===== config.mk =====
export PLATFORM = sky130hd
export DESIGN_NAME = epiu_top
export DESIGN_NICKNAME = d
export VERILOG_FILES = /design/src/epiu_pkg.sv /design/src/epiu_sync.sv /design/src/epiu_sense.sv /design/src/epiu_top.sv
export SDC_FILE = /design/constraint.sdc
export NUM_CORES = 1
export LEC_CHECK = 0
export ABC_CLOCK_PERIOD_IN_PS = 3000
export BUFFER_PORTS_ARGS = -buffer_cell sky130_fd_sc_hd__buf_2
export CAP_MARGIN = 20
export CORE_UTILIZATION = 60
export CTS_BUF_LIST = sky130_fd_sc_hd__clkbuf_4 sky130_fd_sc_hd__clkbuf_8 sky130_fd_sc_hd__clkbuf_16
export CTS_CLUSTER_DIAMETER = 60
export DETAILED_ROUTE_END_ITERATION = 10
export PLACE_DENSITY_LB_ADDON = 0.25
export SYNTH_ARGS = -nofsm -noshare
export SYNTH_HDL_FRONTEND = slang
export SYNTH_SLANG_ARGS = --single-unit

===== constraint.sdc =====
create_clock -name core_clk -period 3 [get_ports core_clk]
set_clock_uncertainty 0.05 [all_clocks]
set_input_delay 0.15 -clock core_clk [delete_from_list [all_inputs] [get_ports core_clk]]
set_output_delay 0.15 -clock core_clk [all_outputs]
set_load 0.005 [all_outputs]

===== src/epiu_pkg.sv =====
// What this block does
// - pins driven as outputs still raise requests
// - any unmasked watched pin toggle raises request
// - pin change detection works without I/O clock
// - line six edges need running I/O clock
// - low level and lines 0-3 edges asynchronous
// - I/O clock stops outside idle sleep
// - level mode requests while pin stays low
// - vanished wake level gives no interrupt
// - lines 0-3 sense: low, any, fall, rise
// - line six sense: low, change, fall, rise
// - second sense register reserved bits read zero
// - line enabled only with mask and global enable
// - trigger sets flag; vector or write-one clears
// - flag held clear in level sense mode
// - sleep with lines disabled may set flags
// - pin change needs group enable and global enable
// - pin change sets flag; vector or write-one clears
// - per-pin mask bits gate change detection
// - lines 0-3 edges caught above minimum width
package epiu_pkg;
	localparam int ADDR_W = 3;
	localparam logic [2:0] OFF_SENSE_A = 3'h0;
	localparam logic [2:0] OFF_SENSE_B = 3'h1;
	localparam logic [2:0] OFF_LINE_MASK = 3'h2;
	localparam logic [2:0] OFF_LINE_FLAGS = 3'h3;
	localparam logic [2:0] OFF_PC_CTRL = 3'h4;
	localparam logic [2:0] OFF_PC_FLAGS = 3'h5;
	localparam logic [2:0] OFF_PC_MASK = 3'h6;
	localparam logic [7:0] RST_BYTE = 8'h00;
	localparam logic [4:0] RST_LANES = 5'h00;
	localparam logic RST_BIT = 1'b0;
	localparam logic RST_PIN_LEVEL = 1'b1;
	localparam logic [7:0] RST_PINS = 8'hFF;
	localparam int SIX_SENSE_LSB = 4;
	localparam int SYNC_W = 13;
	localparam int LANES = 5;
	localparam logic [1:0] SENSE_LOW = 2'h0;
	localparam logic [1:0] SENSE_ANY = 2'h1;
	localparam logic [1:0] SENSE_FALL = 2'h2;
	localparam logic [1:0] SENSE_RISE = 2'h3;
	localparam int CLK_PERIOD_NS = 40;
	localparam int PULSE_MIN_NS = 50;
	localparam int PULSE_MIN_CYC = (PULSE_MIN_NS + CLK_PERIOD_NS - 1) / CLK_PERIOD_NS;
endpackage


===== src/epiu_sync.sv =====
`timescale 1ns/1ps
`default_nettype none
module epiu_sync #(
	parameter int WIDTH = 13
) (
	input wire logic core_clk,
	input wire logic rst_n,
	input wire logic [WIDTH-1:0] async_in,
	output logic [WIDTH-1:0] sync_out
);
	logic [WIDTH-1:0] stage1;

	always_ff @(posedge core_clk or negedge rst_n) begin
		if (!rst_n) begin
			stage1 <= '1;
			sync_out <= '1;
		end else begin
			stage1 <= async_in;
			sync_out <= stage1;
		end
	end
endmodule // epiu_sync
`default_nettype wire


===== src/epiu_sense.sv =====
`timescale 1ns/1ps
`default_nettype none
module epiu_sense (
	input wire logic core_clk,
	input wire logic rst_n,
	input wire logic sample_en,
	input wire logic level,
	input wire logic [1:0] sense,
	output logic hit
);
	logic prev;

	// prev only moves on a sample, so an edge whose level lasts until the clock restarts is still seen
	always_ff @(posedge core_clk or negedge rst_n) begin
		if (!rst_n) begin
			prev <= epiu_pkg::RST_PIN_LEVEL;
		end else if (sample_en) begin
			prev <= level;
		end
	end

	always_comb begin
		hit = 1'b0;
		if (sample_en) begin
			case (sense)
				epiu_pkg::SENSE_ANY: hit = level != prev;
				epiu_pkg::SENSE_FALL: hit = prev && !level;
				epiu_pkg::SENSE_RISE: hit = !prev && level;
				default: hit = 1'b0;
			endcase
		end
	end
endmodule // epiu_sense
`default_nettype wire


===== src/epiu_top.sv =====
// The implementer's own choices: the placing of the registers and the strobed register port.
`timescale 1ns/1ps
`default_nettype none
module epiu_top (
	input wire logic core_clk,
	input wire logic rst_n,
	input wire logic [2:0] reg_addr,
	input wire logic [7:0] reg_wdata,
	input wire logic reg_wr,
	input wire logic reg_rd,
	output logic [7:0] reg_rdata,
	input wire logic [3:0] ext_lines_zero_to_three,
	input wire logic ext_line_six,
	input wire logic [7:0] change_watch_pins,
	input wire logic global_int_enable,
	input wire logic io_clk_run,
	input wire logic sleep_active,
	input wire logic [7:0] line_vector_taken,
	input wire logic pin_change_vector_taken,
	output logic [7:0] ext_line_request,
	output logic pin_change_request,
	output logic wake_request
);
	logic [7:0] ext_sense_ctrl_a;
	logic [1:0] line_six_sense_select;
	logic [4:0] line_mask;
	logic [4:0] ext_line_flag;
	logic pin_change_group_enable;
	logic pin_change_flag;
	logic [7:0] pin_change_mask;
	logic [12:0] sync_lines;
	logic [3:0] s_low;
	logic s_six;
	logic [7:0] s_pc;
	logic [7:0] pc_prev;
	logic [4:0] lane_level;
	logic [4:0] lane_hit;
	logic [4:0] lane_low_mode;
	logic [4:0] lane_clr;
	logic [4:0] lane_req;
	logic [4:0] next_flag;
	logic [9:0] lane_sense;
	logic pc_hit;
	logic pc_clr;
	logic next_pc_flag;
	logic [7:0] next_rdata;

	function automatic logic [7:0] lanes_to_byte(input logic [4:0] l);
		lanes_to_byte = {1'b0, l[4], 2'b00, l[3:0]};
	endfunction

	function automatic logic [4:0] byte_to_lanes(input logic [7:0] b);
		byte_to_lanes = {b[6], b[3:0]};
	endfunction

	function automatic logic reg_write(input logic [2:0] off);
		reg_write = reg_wr && (reg_addr == off);
	endfunction

	// pins are read back as levels whatever their direction, so a
	// pin driven by this chip triggers like any other
	epiu_sync #(
		.WIDTH(epiu_pkg::SYNC_W)
	) u_sync (
		.core_clk(core_clk),
		.rst_n(rst_n),
		.async_in({change_watch_pins, ext_line_six, ext_lines_zero_to_three}),
		.sync_out(sync_lines)
	);

	assign s_low = sync_lines[3:0];
	assign s_six = sync_lines[4];
	assign s_pc = sync_lines[12:5];

	// input buffers of masked-off low lines shut in sleep and read low
	always_comb begin
		lane_level[3:0] = s_low & ~({4{sleep_active}} & ~line_mask[3:0]);
		lane_level[4] = s_six;
	end

	assign lane_sense = {line_six_sense_select, ext_sense_ctrl_a};

	genvar gi;
	generate
		for (gi = 0; gi < epiu_pkg::LANES; gi++) begin : g_lane
			epiu_sense u_sense (
				.core_clk(core_clk),
				.rst_n(rst_n),
				// line six only samples while the I/O clock runs
				.sample_en((gi == epiu_pkg::LANES - 1) ? io_clk_run : 1'b1),
				.level(lane_level[gi]),
				.sense(lane_sense[2*gi+1:2*gi]),
				.hit(lane_hit[gi])
			);
			assign lane_low_mode[gi] = lane_sense[2*gi+1:2*gi] == epiu_pkg::SENSE_LOW;
		end
	endgenerate

	// sense, mask and pin change control registers
	always_ff @(posedge core_clk or negedge rst_n) begin
		if (!rst_n) begin
			ext_sense_ctrl_a <= epiu_pkg::RST_BYTE;
		end else if (reg_write(epiu_pkg::OFF_SENSE_A)) begin
			ext_sense_ctrl_a <= reg_wdata;
		end
	end

	always_ff @(posedge core_clk or negedge rst_n) begin
		if (!rst_n) begin
			line_six_sense_select <= epiu_pkg::SENSE_LOW;
		end else if (reg_write(epiu_pkg::OFF_SENSE_B)) begin
			line_six_sense_select <= reg_wdata[epiu_pkg::SIX_SENSE_LSB+:2];
		end
	end

	always_ff @(posedge core_clk or negedge rst_n) begin
		if (!rst_n) begin
			line_mask <= epiu_pkg::RST_LANES;
		end else if (reg_write(epiu_pkg::OFF_LINE_MASK)) begin
			line_mask <= byte_to_lanes(reg_wdata);
		end
	end

	always_ff @(posedge core_clk or negedge rst_n) begin
		if (!rst_n) begin
			pin_change_group_enable <= epiu_pkg::RST_BIT;
		end else if (reg_write(epiu_pkg::OFF_PC_CTRL)) begin
			pin_change_group_enable <= reg_wdata[0];
		end
	end

	always_ff @(posedge core_clk or negedge rst_n) begin
		if (!rst_n) begin
			pin_change_mask <= epiu_pkg::RST_BYTE;
		end else if (reg_write(epiu_pkg::OFF_PC_MASK)) begin
			pin_change_mask <= reg_wdata;
		end
	end

	// line flags: a set in the clearing cycle wins
	always_comb begin
		lane_clr = byte_to_lanes(line_vector_taken);
		if (reg_write(epiu_pkg::OFF_LINE_FLAGS)) begin
			lane_clr = lane_clr | byte_to_lanes(reg_wdata);
		end
		next_flag = (ext_line_flag & ~lane_clr) | lane_hit;
		next_flag = next_flag & ~lane_low_mode;
	end

	always_ff @(posedge core_clk or negedge rst_n) begin
		if (!rst_n) begin
			ext_line_flag <= epiu_pkg::RST_LANES;
		end else begin
			ext_line_flag <= next_flag;
		end
	end

	// pin change detection on every cycle, no I/O clock gating
	always_ff @(posedge core_clk or negedge rst_n) begin
		if (!rst_n) begin
			pc_prev <= epiu_pkg::RST_PINS;
		end else begin
			pc_prev <= s_pc;
		end
	end

	always_comb begin
		pc_hit = |((s_pc ^ pc_prev) & pin_change_mask);
		pc_clr = pin_change_vector_taken || (reg_write(epiu_pkg::OFF_PC_FLAGS) && reg_wdata[0]);
		next_pc_flag = (pin_change_flag && !pc_clr) || pc_hit;
	end

	always_ff @(posedge core_clk or negedge rst_n) begin
		if (!rst_n) begin
			pin_change_flag <= epiu_pkg::RST_BIT;
		end else begin
			pin_change_flag <= next_pc_flag;
		end
	end

	// a low level requests only while it lasts, so a level gone
	// before start-up ends leaves nothing pending
	always_comb begin
		lane_req = line_mask & ((lane_low_mode & ~lane_level) | (~lane_low_mode & ext_line_flag));
	end

	always_ff @(posedge core_clk or negedge rst_n) begin
		if (!rst_n) begin
			ext_line_request <= epiu_pkg::RST_BYTE;
		end else begin
			ext_line_request <= lanes_to_byte(lane_req & {5{global_int_enable}});
		end
	end

	always_ff @(posedge core_clk or negedge rst_n) begin
		if (!rst_n) begin
			pin_change_request <= epiu_pkg::RST_BIT;
		end else begin
			pin_change_request <= global_int_enable && pin_change_group_enable && pin_change_flag;
		end
	end

	// wake ignores the global enable: the core decides after start-up
	always_ff @(posedge core_clk or negedge rst_n) begin
		if (!rst_n) begin
			wake_request <= epiu_pkg::RST_BIT;
		end else begin
			wake_request <= (|lane_req) || (pin_change_group_enable && pin_change_flag);
		end
	end

	// register read port, data in the following cycle
	always_comb begin
		next_rdata = epiu_pkg::RST_BYTE;
		case (reg_addr)
			epiu_pkg::OFF_SENSE_A: next_rdata = ext_sense_ctrl_a;
			epiu_pkg::OFF_SENSE_B: next_rdata = {2'b00, line_six_sense_select, 4'h0};
			epiu_pkg::OFF_LINE_MASK: next_rdata = lanes_to_byte(line_mask);
			epiu_pkg::OFF_LINE_FLAGS: next_rdata = lanes_to_byte(ext_line_flag);
			epiu_pkg::OFF_PC_CTRL: next_rdata = {7'h00, pin_change_group_enable};
			epiu_pkg::OFF_PC_FLAGS: next_rdata = {7'h00, pin_change_flag};
			epiu_pkg::OFF_PC_MASK: next_rdata = pin_change_mask;
			default: next_rdata = epiu_pkg::RST_BYTE;
		endcase
	end

	always_ff @(posedge core_clk or negedge rst_n) begin
		if (!rst_n) begin
			reg_rdata <= epiu_pkg::RST_BYTE;
		end else if (reg_rd) begin
			reg_rdata <= next_rdata;
		end else begin
			reg_rdata <= epiu_pkg::RST_BYTE;
		end
	end
endmodule // epiu_top
`default_nettype wire


Yosys cells after proc, flatten, opt, wreduce, memory -nomap -nowiden
Index checks and enable logic that the tools add are counted.
{"block": "totals", "register_bits": 84, "inputBits": 40, "out_inout_bits": 18, "wordCells": 116}
{"block": "classes", "n_eq_ne": 26, "muxes": 9, "bitwise": 18, "reduce_logical": 44}
{"op": "8-bit case mux with 7 select lines", "count": 1}
{"op": "5-bit AND", "count": 6}
{"op": "1-bit logical AND", "count": 22}
{"op": "2-bit equality test (second input constant)", "count": 10}
{"op": "5-bit inverter", "count": 3}
{"op": "5-bit OR", "count": 3}
{"op": "1-bit case mux with 3 select lines", "count": 5}
{"op": "1-bit logical NOT", "count": 11}
{"op": "2-bit by 1-bit equality test with 1-bit output (second input constant)", "count": 5}
{"op": "2-bit logical NOT", "count": 5}
{"op": "3-bit equality test (second input constant)", "count": 3}
{"op": "4-bit AND", "count": 2}
{"op": "8-bit AND", "count": 1}
{"op": "8-bit 2-to-1 mux", "count": 1}
{"op": "4-bit inverter", "count": 2}
{"op": "8-bit OR reduction", "count": 1}
{"op": "8-bit XOR", "count": 1}
{"op": "3-bit by 2-bit equality test with 1-bit output (second input constant)", "count": 2}
{"op": "5-bit 2-to-1 mux", "count": 1}
{"op": "1-bit != test", "count": 5}
{"op": "5-bit OR reduction", "count": 1}
{"op": "3-bit by 1-bit equality test with 1-bit output (second input constant)", "count": 1}
{"op": "3-bit logical NOT", "count": 1}
{"op": "1-bit logical OR", "count": 3}
{"op": "1-bit 2-to-1 mux", "count": 1}

Logic depth before layout (Yosys ltp)
Gate-level depths: netlist of the first run.
{"block": "logic_depth", "ltp_word": 10, "depth_mapped": 8, "ltp_nobuf": 8}

Cells and area by module
From an unflattened synthesis of the first run, not the netlist that was laid out.
{"block": "unflattened", "hier_cells": 290, "area_unflattened_um2": 3606.0}
{"mod": "epiu_top", "instances": 1, "cells_each": 204, "area_each_um2": 2416.1, "seq_area_each_um2": 1336.3}
{"mod": "epiu_sync", "instances": 1, "cells_each": 26, "area_each_um2": 683.2, "seq_area_each_um2": 683.2}
{"mod": "epiu_sense", "instances": 5, "cells_each": 12, "area_each_um2": 101.3, "seq_area_each_um2": 26.3}

Worst setup path after synthesis of the first run
No wires, ideal clock.
{"block": "synth_path", "path_kind": "reg-to-reg", "startpoint": "reg line_mask[3]", "endpoint": "reg ext_line_flag[3]", "setup_ps": 126, "arrival_ps": 1374, "required_ps": 2824, "path_slack_ps": 1450, "stages_incl_launch_ff": 7, "path_buffers": 0, "period_less_slack_ps": 1550, "cell_sequence": "dfrtp_1 o21ai_0 inv_1 ha_1 mux2_2 a221oi_1 nor2_1"}
{"block": "synth_via", "elab_chain_len": 9, "elab_cells_between_ends": 11, "cone_classes": "1 x eq/ne; 1 x mux; 6 x bitwise; 3 x reduce/logical"}
{"element": "from (decl)", "line": "epiu_top.sv:26", "text": "logic [4:0] line_mask;"}
{"element": "from (signal assigned)", "line": "epiu_top.sv:118", "text": "line_mask <= epiu_pkg::RST_LANES;"}
{"element": "from (signal assigned)", "line": "epiu_top.sv:120", "text": "line_mask <= byte_to_lanes(reg_wdata);"}
{"element": "4-bit inverter (*)", "line": "epiu_top.sv:77", "text": "lane_level[3:0] = s_low & ~({4{sleep_active}} & ~line_mask[3:0]);"}
{"element": "4-bit AND (*)", "line": "epiu_top.sv:77"}
{"element": "4-bit inverter (*)", "line": "epiu_top.sv:77"}
{"element": "4-bit AND (*)", "line": "epiu_top.sv:77"}
{"element": "via g_lane[3].u_sense.level", "line": "epiu_sense.sv:7", "text": "input wire logic level,"}
{"element": "1-bit logical NOT", "line": "epiu_sense.sv:27", "text": "epiu_pkg::SENSE_FALL: hit = prev && !level;"}
{"element": "1-bit logical AND", "line": "epiu_sense.sv:27"}
{"element": "1-bit case mux with 3 select lines (*)", "line": "epiu_sense.sv:25", "text": "case (sense)"}
{"element": "5-bit OR (*)", "line": "epiu_top.sv:146", "text": "next_flag = (ext_line_flag & ~lane_clr) | lane_hit;"}
{"element": "5-bit AND (*)", "line": "epiu_top.sv:147", "text": "next_flag = next_flag & ~lane_low_mode;"}
{"element": "via next_flag[3]", "line": "epiu_top.sv:41", "text": "logic [4:0] next_flag;"}
{"element": "to (signal assigned)", "line": "epiu_top.sv:152", "text": "ext_line_flag <= epiu_pkg::RST_LANES;"}
{"element": "to (signal assigned)", "line": "epiu_top.sv:154", "text": "ext_line_flag <= next_flag;"}
{"element": "to (decl)", "line": "epiu_top.sv:27", "text": "logic [4:0] ext_line_flag;"}
The timed path passes the listed nets; every way through them passes the cells marked *.
A chain may end at the register's enable or synchronous reset.

Worst setup path in the final report of the first run
Ends and elaborated chain as after synthesis.

==> results.md, run 1 <==
- Status: finished, final reports clean
- CP Max Fanout: 3
- Die height: 78.5 um
- H-tree Lvls: 3
- Setup Viol. Count Final: 0
- WP data required: 3.18 ns
- Hpwl dp: 4.54 mm
- Worst Setup End Kind: register
- Hold WC Path Type: primary input to register
- Avg Cell Area, Syn: 12.5 um2
- Worst-Margin Slew: 0.512 ns
- Post-Synth Simple-Gate Area: 11.9%
- Register area share after synthesis: 61.2%
- Clock transition at path regs: 0.08 ns
- Final instance area: 0.00423 mm2
- Critical Path AT: 1.92 ns
- Max Fclk: 573 MHz
- Max cap viols: 0
- DR vias/cell: 5.48
- Crit Path Category: register to register
- Die width: 78.5 um
- Reg2reg path depth: 6
- Pwr/cell area: 621 mW/mm2
- Largest net degree at the start of global routing: 85
- Initial Util: 63.0%
- CTS tree: built
- Die Footprint: 0.00616 mm2
- First-pass GRT wire length: 10.7 mm
- Row count: 27
- Setup Fix Bufs, Post-CTS: 0
- Ranking of synthesized cells by area: dfrtp_1 32%, dfstp_2 29%, mux2_1 5.1%
- Final slew viol count: 0
- DRT antenna net count: 0
- Drt drc: 0
- Worst vdd ir: 564 uV
- Syn Inst Count: 281
- Ratio of cells with drive above 1 in the final layout: 33.4%
- Initial antenna violation count: 0
- YS warnings: 0
- Async set or reset register ratio after synthesis: 100%
- DRT iter0 DRCs: 243
- Core area: 0.00557 mm2
- Post-DP Area: 0.00380 mm2
- Area growth from synthesis to layout: 20.4%
- Total grt overflow: 0
- Seq cells post-synth: 84
- Hold Fails Final Rpt: 0
- Clock Tree Buf Depth: 2
- Largest family of logic cells by synthesized area: simple AND/OR/NAND/NOR gates
- Adder-Cell Fraction of Synth Area: 3.56%
- Mapped cell area: 0.00351 mm2
- Worst-Skew Late Latency: 0.35 ns
- Final cycle utilization of the critical path: 58.2%
- Root Driver: clkbuf_8
- DRT Pass-1 Iters: 5
- Xor and xnor fraction of the mapped netlist area: 2.00%
- Sink Count: 84
- Multiplexer share of the synthesized area: 9.76%
- Leading area contributor after synthesis: dfrtp_1
- Top FF cell, synth: dfrtp_1
- Crit start category: register
- Post-synth EDFFs: 0
- Total track usage: 23.6%
- Total number of vias: 2361
- Share of the synthesized area in the top cell type: 32.1%
- RSZ-0062 raised after global routing: no
- Hold depth: 3
- Final layout net count: 404
- WL per Instance: 15.2 um
- GP Congestion: 0.790
- Num CTS Buffers: 9
- Pleak: 0.00193 uW
- Port Buffer Count: 51
- Vias in the first global route: 2309
- Antenna Cells: 0
- Most frequent cell after synthesis: dfrtp_1
- Ports: 58
- Min Tclk post-route: 1.74 ns
- Yosys cell types: 40
- WL final: 6.55 mm
- Compound-Gate Fraction of Synth Area: 7.94%
- Relative slew slack: 65.9%
- Most instantiated cells after synthesis: 45 x dfrtp_1, 39 x dfstp_2, 20 x nand2_1
- TNS Setup: 0 ns
[layout by cell type (no fill, tap or decap), drive strengths merged, types with 10 or more instances in the layout]
master / count
buf: 52
dfrtp: 45
dfstp: 39
mux2: 26
nand2: 20
dlygate4sd3: 19
nor2: 19
inv: 16
a21oi: 12
clkbuf: 12
o21ai: 11
ha: 10
[what timing repair did]
item / 4_1_cts / 5_1_grt
hold buffers: 18 / 1
gates resized for setup: 0 / 0
hold endpoints to repair: 64 / 1
[layout make-up]
class                           instances  area (um2)
Clock buffer                           12         159
Timing Repair Buffer                   71         475
Fill cell                             373        1350
Sequential cell                        84        2150
Clock inverter                          4        47.5
Tap cell                               72        90.1
Inverter                               16        60.1
Multi-Input combinational cell        172        1240
[layer usage]
layer | GRT usage, % | vias to the layer above | routed length, um
met5 | 0 | - | 0
met4 | 9.26 | 0 | 115
met3 | 7.09 | 10 | 443
met2 | 36.2 | 99 | 3080
met1 | 31.6 | 1138 | 2910
li1 | - | 1114 | -
[worst paths after layout]
path | startpoint | endpoint | slack [ns]
setup / recovery | line_mask[3] | ext_line_flag[3] | 1.26
max in group asynchronous | rst_n | pc_prev[4] | 2.21
hold / removal | line_vector_taken[1] | ext_line_flag[1] | 0.01
setup reg to reg | line_mask[3] | ext_line_flag[3] | 1.26
hold reg to reg | u_sync.stage1[6] | u_sync.sync_out[6] | 0.31
min in group asynchronous | rst_n | ext_line_request[1] | 0.09
[metrics by stage]
step	utilization, %	instances	setup WS, ns	hold WS, ns	power, uW
global route	75.8	431	1.16	0.0111	2750
CTS	75.2	429	1.26	0.00118	2640
global placement	68.2	395	1.31	0.204	1790
detailed placement	68.2	395	1.27	0.206	1810
floorplan	-	283	1.45	-0.196	1650
finish	75.8	431	1.26	0.0139	2630
[where the power goes]
part | leakage, uW | total, uW | switching (uW) | internal [uW]
sequential | 0.000975 | 1420 | 120 | 1300
clock | 0.000106 | 811 | 374 | 436
combinational | 0.000853 | 397 | 194 | 202
total | 0.00193 | 2630 | 689 | 1940
[cells by family after synthesis]
logic type / Yosys count
xor gates and xnor gates: 8
adders and majority gates: 10
muxes: 31
buffers and inverters: 27
DFF: 84
and+or+nand+nor: 76
other: 1
AOI/OAI and AO/OA: 44
[registers in the layout, indices dropped and copies added (netlist names)]
signal                   flops
u_sync.sync_out             13
wake_request                 1
line_six_sense_select        2
pin_change_group_enable      1
ext_sense_ctrl_a             8
pin_change_flag              1
ext_line_flag                5
u_sync.stage1               13
pin_change_mask              8
g_lane.u_sense.prev          5
pc_prev                      8
line_mask                    5
reg_rdata                    8
ext_line_request             5
pin_change_request           1
[critical path, cell delays in order, from the launching register on]
cell and delay, ns:
dfrtp_1 0.40, o21ai_0 0.21, inv_1 0.11, ha_1 0.19, mux2_2 0.27, a221oi_1 0.32
nor2_1 0.08
Note: power is estimated with default switching activity, not from simulation.
==> inputs of run 2 (changes only) <==
Settings changed: ABC_CLOCK_PERIOD_IN_PS 3000 to 1600, CORE_UTILIZATION 60 to 50.
Clock period 3 ns to 1.6 ns, I/O delays scaled along.
==> results.md, run 2 (synthesis results as in run 1) <==
- Status: finished, final reports clean
- Worst vdd ir: 540 uV (-4.3%)
- Setup Viol. Count Final: 0 (unchanged)
- Crit path largest cell delay: 0.54 ns (+0.14 ns)
- Clock transition at path regs: 0.09 ns (about the same)
- Hold Fails Final Rpt: 0 (unchanged)
- Clock Tree Buf Depth: 2 (unchanged)
- Ratio of cells with drive above 1 in the final layout: 37.8% (+4.4 points)
- Antenna Cells: 0 (unchanged)
- Final instance area: 0.00451 mm2 (+6.6%)
- WL final: 7.07 mm (+8.0%)
- Final cycle utilization of the critical path: 98.1% (+40 points)
- Die Footprint: 0.00736 mm2 (+19%)
- Final slew viol count: 0 (unchanged)
- Commonest non-fill, non-tap cell in the layout: buf_2
- H-tree Lvls: 3 (unchanged)
- Area growth from synthesis to layout: 28.4%
- Fillers: 546 (+46%)
- Row count: 30 (+11%)
- RSZ-0062 raised after global routing: yes
- DRT Pass-1 Iters: 4 (-1)
- Commonest cells after routing, fill and taps aside: 50 x buf_2, 45 x dfrtp_1, 39 x dfstp_2
- Hpwl dp: 4.99 mm (+10%)
- Worst-Skew Late Latency: 0.36 ns (about the same)
- Core area: 0.00679 mm2 (+22%)
- Pwr/cell area: 1100 mW/mm2 (+77%)
- Max cap viols: 0 (unchanged)
- DRT antenna net count: 0 (unchanged)
- GP Congestion: 0.834 (+5.6%)
- Final core utilization: 66.4% (-9.5 points)
- Total track usage: 20.7% (-2.9 points)
- Worst Setup End Kind: register
- Total number of vias: 2416 (+2.3%)
- Sink Count: 84 (unchanged)
- Sequential Area: 0.00215 mm2 (unchanged)
- CTS tree: built
- Slowest-stage cell, CP: dfstp_2
- WL per Instance: 14.7 um (-3.4%)
- Final layout net count: 431 (+6.7%)
- Root Driver: clkbuf_8
- Max Fclk: 637 MHz (+11%)
- Initial Util: 51.7% (-11 points)
- Crit start category: register
- Biggest regs: u_sync.stage1: 13 flops, u_sync.sync_out: 13 flops
- Hold WC Path Type: primary input to register
- WP data required: 1.80 ns (-1.38 ns)
- Port Buffer Count: 51 (unchanged)
- Largest net degree at the start of global routing: 85 (unchanged)
- First-pass GRT wire length: 11.2 mm (+4.7%)
- Post-DP Area: 0.00397 mm2 (+4.4%)
- Critical path cell sequence: inv_1, ha_2, mux2_2, a22o_1, a21oi_1, nor2_1
- Area of the multi-input gates: 0.00128 mm2 (+3.0%)
- Critical Path AT: 1.77 ns (-0.15 ns)
- Ports: 58 (unchanged)
- CP Max Fanout: 2 (-1)
- Pleak: 0.00205 uW (+5.9%)
- Overall Power: 4970 uW (+89%)
- Die width: 85.8 um (+9.3%)
- Drt drc: 0 (unchanged)
- DRT iter0 DRCs: 119 (-51%)
- Total grt overflow: 0 (unchanged)
- Die height: 85.8 um (+9.3%)
- DR vias/cell: 5.01 (-8.5%)
- Min Tclk post-route: 1.57 ns (-0.175 ns)
- Num CTS Buffers: 9 (unchanged)
- Vias in the first global route: 2336 (+1.2%)
- Crit Path Category: register to register
- Initial antenna violation count: 0 (unchanged)
## run 2: changes by cell type in the layout (fill, tap and decap cells not counted), sizes merged
cell         previous run  this run
clkbuf                 12        10
dlygate4sd3            19        30
buf                    52        68
bufinv                  1         0
inv                    16        19
## run 2: path summary, 6_finish.rpt
kind,from,endpoint,slack [ns],depth (start not counted)
worst max-delay path,g_lane[4].u_sense.prev,ext_line_flag[4],0.03,6
worst min-delay path,reg_addr[1],reg_rdata[3],0.05,3
min in group asynchronous,rst_n,ext_line_request[6],0.23,3
worst min register to register,u_sync.stage1[0],u_sync.sync_out[0],0.30,0
max in group asynchronous,rst_n,pc_prev[6],0.91,3
worst max register to register,g_lane[4].u_sense.prev,ext_line_flag[4],0.03,6
## run 2: routing by layer
metal  up-vias  wire length (um)  global-route usage (%)
met5         -                 0                       0
met4         0               187                    10.3
met3        14               294                    4.14
met2        59              3270                    32.5
met1      1175              3320                    27.8
li1       1168                 -                       -
## run 2: report_power, final
part	leakage [uW]	internal, uW	switching (uW)
clock network	0.0000937	618	784
logic	0.000980	488	443
registers	0.000975	2440	198
## run 2: what timing repair did
action,4_1_cts,5_1_grt
hold endpoints to repair,94,0
resized for setup,2,13
setup endpoints to repair,3,6
hold buffers,30,0
pin swaps,2,5
setup buffers,0,2
## run 2: stage by stage
step | instances | hold WS [ns] | TNS [ns] | setup WS [ns]
floorplan | 283 | -0.266 | 0 | 0.0502
global placement | 434 | 0.0896 | 0 | 0.0148
detailed placement | 434 | 0.0922 | -0.0806 | -0.0722
CTS | 480 | 0.0301 | 0 | 0.000410
global route | 482 | 0.0703 | -0.0159 | -0.0159
finish | 482 | 0.0479 | 0 | 0.0304
## run 2: layout make-up
cell class	instances	area share, %
Inverter	16	1.33
Clock inverter	6	1.03
Clock buffer	10	3.05
Timing Repair Buffer	98	15.8
Multi-Input combinational cell	172	28.4
Tap cell	96	2.66
Sequential cell	84	47.7
## run 2: worst max-delay path: cells and delay by family (launching register included)
family,cells,cell delay [ns]
buffers and inverters,1,0.05
DFF,1,0.54
and+or+nand+nor,1,0.05
muxes,1,0.25
AOI/OAI and AO/OA,2,0.34
adders and majority gates,1,0.17
